File: src/include/diag_lamp_map.svh
// Offsets, fields, reset values and timing counts of the lamp block
`ifndef DIAG_LAMP_MAP_SVH
`define DIAG_LAMP_MAP_SVH
// Sized unsigned so the thirty second product cannot overflow
`define CLK_HZ          32'h05F5E100
`define BLINK_MS        500
`define BLINK_CYC       (`CLK_HZ / 1000 * `BLINK_MS)
`define MON_IDLE_S      30
`define MON_IDLE_CYC    (`CLK_HZ * `MON_IDLE_S)
`define REG_CTRL        8'h00
`define REG_STATUS      8'h04
`define REG_STATION     8'h08
`define REG_OCTET       8'h0C
`define CTRL_FIELDBUS   0
`define CTRL_MON_ENTER  1
`define CTRL_FB_FITTED  2
`define CTRL_RESET      32'h00000000
`define STATION_RESET   8'h00
`endif

File: src/include/diag_lamp_pkg.sv
// Types of the diagnostic lamp block
package diag_lamp_pkg;
  typedef enum logic [1:0]
  {
    rx_idle  = 2'b00,
    rx_fetch = 2'b01,
    rx_parse = 2'b10
  } rx_state_e;
  typedef logic [7:0] octet_t;
endpackage : diag_lamp_pkg

File: src/logic/diag_lamp.sv
// Diagnostic lamp driver with Avalon-MM register slave
`timescale 1ns/1ps
`include "diag_lamp_map.svh"
module diag_lamp
  import diag_lamp_pkg::*;
#(
  parameter int unsigned BLINK_CYCLES = `BLINK_CYC,
  parameter int unsigned MON_IDLE_CYCLES = `MON_IDLE_CYC
)
(
  // Clock and reset
  input  wire logic        mclk,
  input  wire logic        rst_b,
  // Avalon-MM slave
  input  wire logic [7:0]  address,
  input  wire logic        read,
  input  wire logic        write,
  input  wire logic [31:0] writedata,
  output logic      [31:0] readdata,
  output logic             waitrequest,
  // Antenna activity
  input  wire logic        ant1_busy,
  input  wire logic        ant1_auto_wait,
  input  wire logic        ant2_busy,
  input  wire logic        ant2_auto_wait,
  // Terminal monitor
  input  wire logic        term_char,
  // Host transmit path
  input  wire logic        tx_queue_start,
  input  wire logic        tx_last_handed,
  // Host receive path
  input  wire logic        rx_cmd_fetched,
  input  wire logic        rx_msg_done,
  input  wire logic [7:0]  host_control_octet,
  input  wire logic        parse_done,
  // Lamps
  output logic             antenna_one_lamp,
  output logic             antenna_two_lamp,
  output logic             run_lamp,
  output logic             tx_lamp,
  output logic             rx_lamp,
  output logic             monitor_active
);

  logic [31:0] ctrl;
  octet_t      station;
  octet_t      octet_prev;
  logic [31:0] blink_cnt;
  logic [31:0] idle_cnt;
  logic        ack;
  rx_state_e   rx_state;
  logic        fieldbus;
  logic        octet_chg;
  logic        next_ack;

  function automatic logic cnt_done(input logic [31:0] c,
                                    input int unsigned lim);
    cnt_done = (c >= lim - 1);
  endfunction : cnt_done

  assign fieldbus  = ctrl[`CTRL_FIELDBUS];
  assign octet_chg = host_control_octet != octet_prev;

  // One wait cycle per access keeps readdata registered
  assign next_ack = (read || write) && !ack;

  // Waitrequest kept as a flop, always the inverse of ack
  always_ff @(posedge mclk or negedge rst_b)
  begin
    if (!rst_b)
    begin
      ack         <= 1'b0;
      waitrequest <= 1'b1;
    end
    else
    begin
      ack         <= next_ack;
      waitrequest <= !next_ack;
    end
  end

  always_ff @(posedge mclk or negedge rst_b)
  begin
    if (!rst_b)
    begin
      ctrl    <= `CTRL_RESET;
      station <= `STATION_RESET;
    end
    else if (write && ack)
    begin
      if (address == `REG_CTRL)
        ctrl <= {29'h0, writedata[2:0]};
      if (address == `REG_STATION && ctrl[`CTRL_FB_FITTED])
        station <= writedata[7:0];
    end
    else
      ctrl[`CTRL_MON_ENTER] <= 1'b0;
  end

  always_ff @(posedge mclk or negedge rst_b)
  begin
    if (!rst_b)
      readdata <= 32'h00000000;
    else if (read && !ack)
      unique case (address)
        `REG_CTRL:    readdata <= ctrl;
        `REG_STATUS:  readdata <= {26'h0, monitor_active, rx_lamp,
                                   tx_lamp, run_lamp, antenna_two_lamp,
                                   antenna_one_lamp};
        `REG_STATION: readdata <= {24'h0, station};
        `REG_OCTET:   readdata <= {24'h0, octet_prev};
        default:      readdata <= 32'h00000000;
      endcase
  end

  always_ff @(posedge mclk or negedge rst_b)
  begin
    if (!rst_b)
    begin
      antenna_one_lamp <= 1'b0;
      antenna_two_lamp <= 1'b0;
    end
    else
    begin
      antenna_one_lamp <= ant1_busy || ant1_auto_wait;
      antenna_two_lamp <= ant2_busy || ant2_auto_wait;
    end
  end

  // Monitor entry by software; leaves on terminal silence
  always_ff @(posedge mclk or negedge rst_b)
  begin
    if (!rst_b)
    begin
      monitor_active <= 1'b0;
      idle_cnt       <= 32'h00000000;
    end
    else if (ctrl[`CTRL_MON_ENTER])
    begin
      monitor_active <= 1'b1;
      idle_cnt       <= 32'h00000000;
    end
    else if (monitor_active)
    begin
      if (term_char)
        idle_cnt <= 32'h00000000;
      else if (cnt_done(idle_cnt, MON_IDLE_CYCLES))
      begin
        monitor_active <= 1'b0;
        idle_cnt       <= 32'h00000000;
      end
      else
        idle_cnt <= idle_cnt + 32'h00000001;
    end
  end

  // Prescaler runs on in monitor, only the lamp freezes
  always_ff @(posedge mclk or negedge rst_b)
  begin
    if (!rst_b)
    begin
      blink_cnt <= 32'h00000000;
      run_lamp  <= 1'b0;
    end
    else if (cnt_done(blink_cnt, BLINK_CYCLES))
    begin
      blink_cnt <= 32'h00000000;
      if (!monitor_active)
        run_lamp <= !run_lamp;
    end
    else
      blink_cnt <= blink_cnt + 32'h00000001;
  end

  // Start wins over end when both arrive together
  always_ff @(posedge mclk or negedge rst_b)
  begin
    if (!rst_b)
      tx_lamp <= 1'b0;
    else if (tx_queue_start)
      tx_lamp <= 1'b1;
    else if (tx_last_handed)
      tx_lamp <= 1'b0;
  end

  always_ff @(posedge mclk or negedge rst_b)
  begin
    if (!rst_b)
      octet_prev <= 8'h00;
    else
      octet_prev <= host_control_octet;
  end

  always_ff @(posedge mclk or negedge rst_b)
  begin
    if (!rst_b)
    begin
      rx_state <= rx_idle;
      rx_lamp  <= 1'b0;
    end
    else
      unique case (rx_state)
        rx_idle:
          if (fieldbus && octet_chg)
          begin
            rx_state <= rx_parse;
            rx_lamp  <= 1'b1;
          end
          else if (!fieldbus && rx_cmd_fetched)
          begin
            rx_state <= rx_fetch;
            rx_lamp  <= 1'b1;
          end
        rx_fetch:
          if (rx_msg_done)
          begin
            rx_state <= rx_idle;
            rx_lamp  <= 1'b0;
          end
        rx_parse:
          if (parse_done)
          begin
            rx_state <= rx_idle;
            rx_lamp  <= 1'b0;
          end
        default:
        begin
          rx_state <= rx_idle;
          rx_lamp  <= 1'b0;
        end
      endcase
  end
endmodule : diag_lamp
File: config.mk
export PLATFORM = sky130hd
export DESIGN_NAME = diag_lamp
export DESIGN_NICKNAME = d
export VERILOG_FILES = /design/src/include/diag_lamp_pkg.sv /design/src/logic/diag_lamp.sv
export VERILOG_INCLUDE_DIRS = /design/src /design/src/include
export SDC_FILE = /design/constraint.sdc
export NUM_CORES = 1
export LEC_CHECK = 0
export BUFFER_PORTS_ARGS = -buffer_cell sky130_fd_sc_hd__buf_2
export CAP_MARGIN = 15
export CORE_UTILIZATION = 45
export DETAILED_ROUTE_END_ITERATION = 8
export PLACE_DENSITY = 0.77
export SLEW_MARGIN = 25
export SYNTH_ARGS = -nofsm -noshare
export SYNTH_HDL_FRONTEND = slang
export SYNTH_SLANG_ARGS = --single-unit
export TNS_END_PERCENT = 100
File: constraint.sdc
create_clock -name mclk -period 2.5 [get_ports mclk]
set_input_delay 0.25 -clock mclk [delete_from_list [all_inputs] [get_ports mclk]]
set_output_delay 0.25 -clock mclk [all_outputs]
set_load 0.01 [all_outputs]
Word-level counts from Yosys, hierarchy flattened
Cells that the tools add are included.

Add/subtract/negate cells: 2. Eq/ne operators: 10. Bitwise logic cells: 1. $lt $le $gt $ge: 2. Reduce and logical (&&, ||, !) cells: 21. Muxes and demuxes: 24.

Operators by type and width (number): $mux 32 (5); $add 32x1->32 const B (2); $ge 32x26->1 const B (1); $ge 32x32->1 const B (1); $pmux 8 s4 (1); $eq 8x4->1 const B (2); $mux 1 (11); $mux 2 (5); $eq 8x3->1 const B (1); $logic_not 8->1 (1); $ne 8x8->1 (1); $logic_and 1x1->1 (6); $pmux 2 s3 (1); $reduce_and 2->1 (3); $logic_not 1->1 (4); $ne 2x2->1 const B (2); $reduce_bool 2->1 (2); $logic_or 1x1->1 (3); $ne 3x3->1 const B (1); $pmux 1 s3 (1); $reduce_and 3->1 (1); $eq 2x1->1 const B (1); $eq 2x2->1 const B (1); $logic_not 2->1 (1); other kinds (2) (2).

Bits of input ports: 62. Flip-flop bits (word level): 125. Logic and storage cells: 76. Output and inout port bits: 39.

Longest topological paths before layout
Word-level depth: 5. Depth in mapped cells: 9. Gate-level depth less buffers: 7.

Worst setup path after synthesis
Ideal clock, no wire load.

Kind: register to register. Start point: register idle_cnt[0]. End point: register idle_cnt[2]. Cell stages (with the launch flop): 10. Arrival time: 1860 ps. Clock period less this slack: 1990 ps. Library setup time: 130 ps. Data required time: 2370 ps. Setup slack: 510 ps. Path buffers: 2. Cell sequence: dfrtp_1 > ha_1 > nand3_1 > or4_1 > a21oi_1 > nor3b_1 > buf_2 > buf_6 > a22oi_1 > o21ai_0.

Word-level cells in the longest chain between the ends: 5. Elaborated cells on any way between the ends: 6. Those cells by class: add/sub: 1; order compare: 1; mux: 4.

Ends and longest elaborated chain: from (decl) (RTL line diag_lamp.sv:49) `logic [31:0] idle_cnt;`; from (signal assigned) (RTL line diag_lamp.sv:153) `idle_cnt <= idle_cnt + 32'h00000001;`; $add 32x1->32 or $ge 32x32->1 (tied branches) (RTL line diag_lamp.sv:153, diag_lamp.sv:58); $mux 32 (*) (RTL line diag_lamp.sv:147) `else if (cnt_done(idle_cnt, MON_IDLE_CYCLES))`; $mux 32 (*) (RTL line diag_lamp.sv:145) `if (term_char)`; $mux 32 (*) (RTL line diag_lamp.sv:143) `else if (monitor_active)`; $mux 32 (*) (RTL line diag_lamp.sv:138) `` else if (ctrl[`CTRL_MON_ENTER]) ``.

Every way passes the cells marked *; elsewhere a longest branch is shown, timed or not. The select of a mux whose other input is x is not followed. A chain may end at the register's enable or synchronous reset.

Final worst setup path
Start point: register idle_cnt[6]. End point: register idle_cnt[11].

Same word-level chain as after synthesis.

==> flow_summary.toml <==
[outcome]
status = "finished, final reports clean"

[synthesis]
synth-seq-cells = 101
async_flop_share = 1.00
synth_cell_type_count = 55
synthesis.area_um2 = 5080
synth_edf_count = 0
synth_warnings = 0
ys.flop_type = "dfrtp_1"
synthTopCellsByArea = "dfrtp_1 (49%), nand3_1 (4.4%), nand2_1 (4.4%)"
synth_cells = 511
yosysSeqAreaShare = 0.498
netlist.area_leader.share = 0.492
postSynthAreaPerCell_um2 = 9.94
synth_area_leader_cell = "dfrtp_1"

[placed_design]
routabilityCongestion = 0.815
dp_hpwl_um = 7230
place_area_um2 = 5480
io_buffers = 52

[global_routing]
grt_first_pass_wirelength_um = 17300
grt_max_degree = 55
gr-total-overflow = 0
grt_pass1_vias = 3801
grt_use_total = 0.188
antenna_found_initial = 0

[floorplanning]
num_rows = 38
initial_utilization = 0.465
core_area_um2 = 10900
die_h_um = 108
die_width_um = 108
io_pins = 101
dieArea_um2 = 11700

[clock_network]
ctsResizeCount = 0
clkTransAtPathRegs_ps = 70
cts_tree = "done"
cts_buffers = 9
cts.sinks = 101
clock_latency_ps = 350
htree_levels = 3
max-clock-path-buffers = 2
cts_root_buffer = "clkbuf_16"

[setup_path]
critical-path-slowest-cell = "or4_1"
crit_chain = "nand3_1, or4_1, a21oi_1, nor3b_2, buf_12, a21o_1, a22o_1"
critical_path_required_ps = 2740
r2r_start = "idle_cnt[6]"
r2r_end = "idle_cnt[11]"
worstRegToRegCells = 7
crit_type = "reg2reg"
crit_end = "idle_cnt[11]"
critPathLaunch = "idle_cnt[6]"
worstSetupStartpointType = "flip-flop"
cp_max_fo = 39
cp-end-kind = "flip-flop"
r2r_slack_ps = 350
critPathMaxStageDelay_ps = 520
crit_arrival_ps = 2390

[detailed_routing]
avgViaCountPerCell = 5.47
wl_per_cell_um = 14.4
drt_iter0_drc = 260
postRouteAntennaNets = 0
dr_total_vias = 3933
drc = 0
routed_wl_um = 10400
drt-pass1-iter-count = 4

[hold_path]
hold_path_class = "in2reg"

[sta]
fin_skew_ps = 9.00
rsz0062_at_grt = "no"
maxSlewViolCount = 0
fmax_mhz = 464
slew_headroom = 0.522
fin_crit_sh = 0.861
finalHoldViolCount = 0
worst_pin_slew_ps = 716
setup_viol = 0
fin_crit_ps = 2150
finalSetupTns_ps = 0

[power]
swShare = 0.305
clockPowerShare = 0.333
p_per_area_nw_per_um2 = 693
pwr-share-comb = 0.133
p_sw_mw = 1.22
total_leakage_power_nw = 2.54
p_int_mw = 2.78
power_frac_seq = 0.535
ir_worst_vdd_uv = 559

[layout]
fillers = 936
finalNetCount = 638
area_growth_pct = 13.6
mostFrequentLayoutCell = "dfrtp_1"
fin_area_um2 = 5770
drive_above_1_share = 0.192
most-common-layout-cells = "dfrtp_1 (100), nand2_1 (59), buf_2 (51)"
diodes = 0

[run]
maxCapViolations = 0
==> metal layers <==
| metal | wire (um) | track usage | up-vias |
|---|---|---|---|
| met2 | 5130 | 0.313 | 81 |
| li1 | - | - | 1891 |
| met3 | 409 | 0.0464 | 16 |
| met4 | 165 | 0.0724 | 0 |
| met5 | 0 | 0 | - |
| met1 | 4660 | 0.236 | 1945 |
==> area by class of cell <==
type	count	area [um^2]	share of cell area
well taps	140	175	0.0303
repair buffers	66	395	0.0685
multi-input cells	381	2340	0.405
inverters	15	56.3	0.00975
clock buffers	9	225	0.0390
clock inverters	7	53.8	0.00932
flip-flops and latches	101	2530	0.438
==> state kept, by name, indices dropped and copies added (netlist names), 2 cells and up <==
signal and flops:
station 8, blink_cnt 32, idle_cnt 32, ctrl 3, octet_prev 8, readdata 8, rx_state 2
==> stage by stage <==
stage	std cells	total power [mW]	hold slack, ps	utilization	setup slack (ps)
3_3_place_gp	702	2.65	330	0.501	313
5_1_grt	719	4.22	22.2	0.528	176
2_1_floorplan	540	2.51	-45.6	-	510
3_5_place_dp	702	2.70	337	0.501	281
4_1_cts	719	4.04	17.9	0.528	351
6_report	719	4.00	29.5	0.528	347
==> worst min path at each step <==
stage | start | endpoint | slack [ps] | cells after the start
after floorplan | rst_b | ack | -50 | 0
after global placement | rst_b | blink_cnt[14] | 330 | 1
after detailed placement | rst_b | blink_cnt[14] | 340 | 1
after CTS | host_control_octet[7] | octet_prev[7] | 20 | 1
after global routing | host_control_octet[7] | octet_prev[7] | 20 | 1
final | host_control_octet[7] | octet_prev[7] | 30 | 1
==> critical path, delay by kind of cell (launching register included) <==
kind / cells / cell delay [ps]
AOI/OAI and AO/OA: 3 / 600
DFF: 1 / 400
and+or+nand+nor: 3 / 830
buffers and inverters: 1 / 190
==> cell usage after synthesis (3+ instances only) <==
library cell and n:
mux2_4 8, a21o_1 5, nor3b_1 4, and3_1 7, o21ai_0 17, nand2_1 59
a21oi_1 13, inv_1 15, xnor2_1 19, buf_4 25, nor4_1 3, nor3_1 9
a22o_1 5, and2_1 4, dfrtp_1 100, nor2_1 46, nand3_1 45, mux4_2 3
nand2b_1 3, or4_1 3, o311ai_0 16, mux2_2 6, o31ai_1 3, or2_2 5
clkbuf_1 13, and4_1 3, o21a_1 3, a31oi_1 3, a22oi_1 4, mux2i_1 4
xor2_1 12, nand4_1 14, buf_2 3
==> what timing repair did <==
item	CTS	global route
setup buffers	0	0
endpoints found under the hold margin	52	0
hold buffers	1	0
setup endpoints to repair	0	0
==> cell families (layout without fill, tap and decap cells) <==
logic type	Yosys count	after routing	synth area share
simple gates	219	219	0.215
flops	101	101	0.498
compound gates	78	78	0.105
buf+inv	58	97	0.0650
xor+xnor	31	31	0.0534
mux	21	21	0.0581
fa+ha+maj	2	2	0.00492
other cells	1	30	0.000738
==> power by group through the flow <==
stage / sequential [mW] / combinational [mW] / clock (mW)
2_1_floorplan: 2.08 / 0.428 / 0
3_3_place_gp: 2.15 / 0.504 / 0
3_5_place_dp: 2.16 / 0.536 / 0
4_1_cts: 2.14 / 0.538 / 1.36
5_1_grt: 2.19 / 0.607 / 1.42
6_report: 2.14 / 0.532 / 1.33
Note: power is estimated with default switching activity, not from simulation.
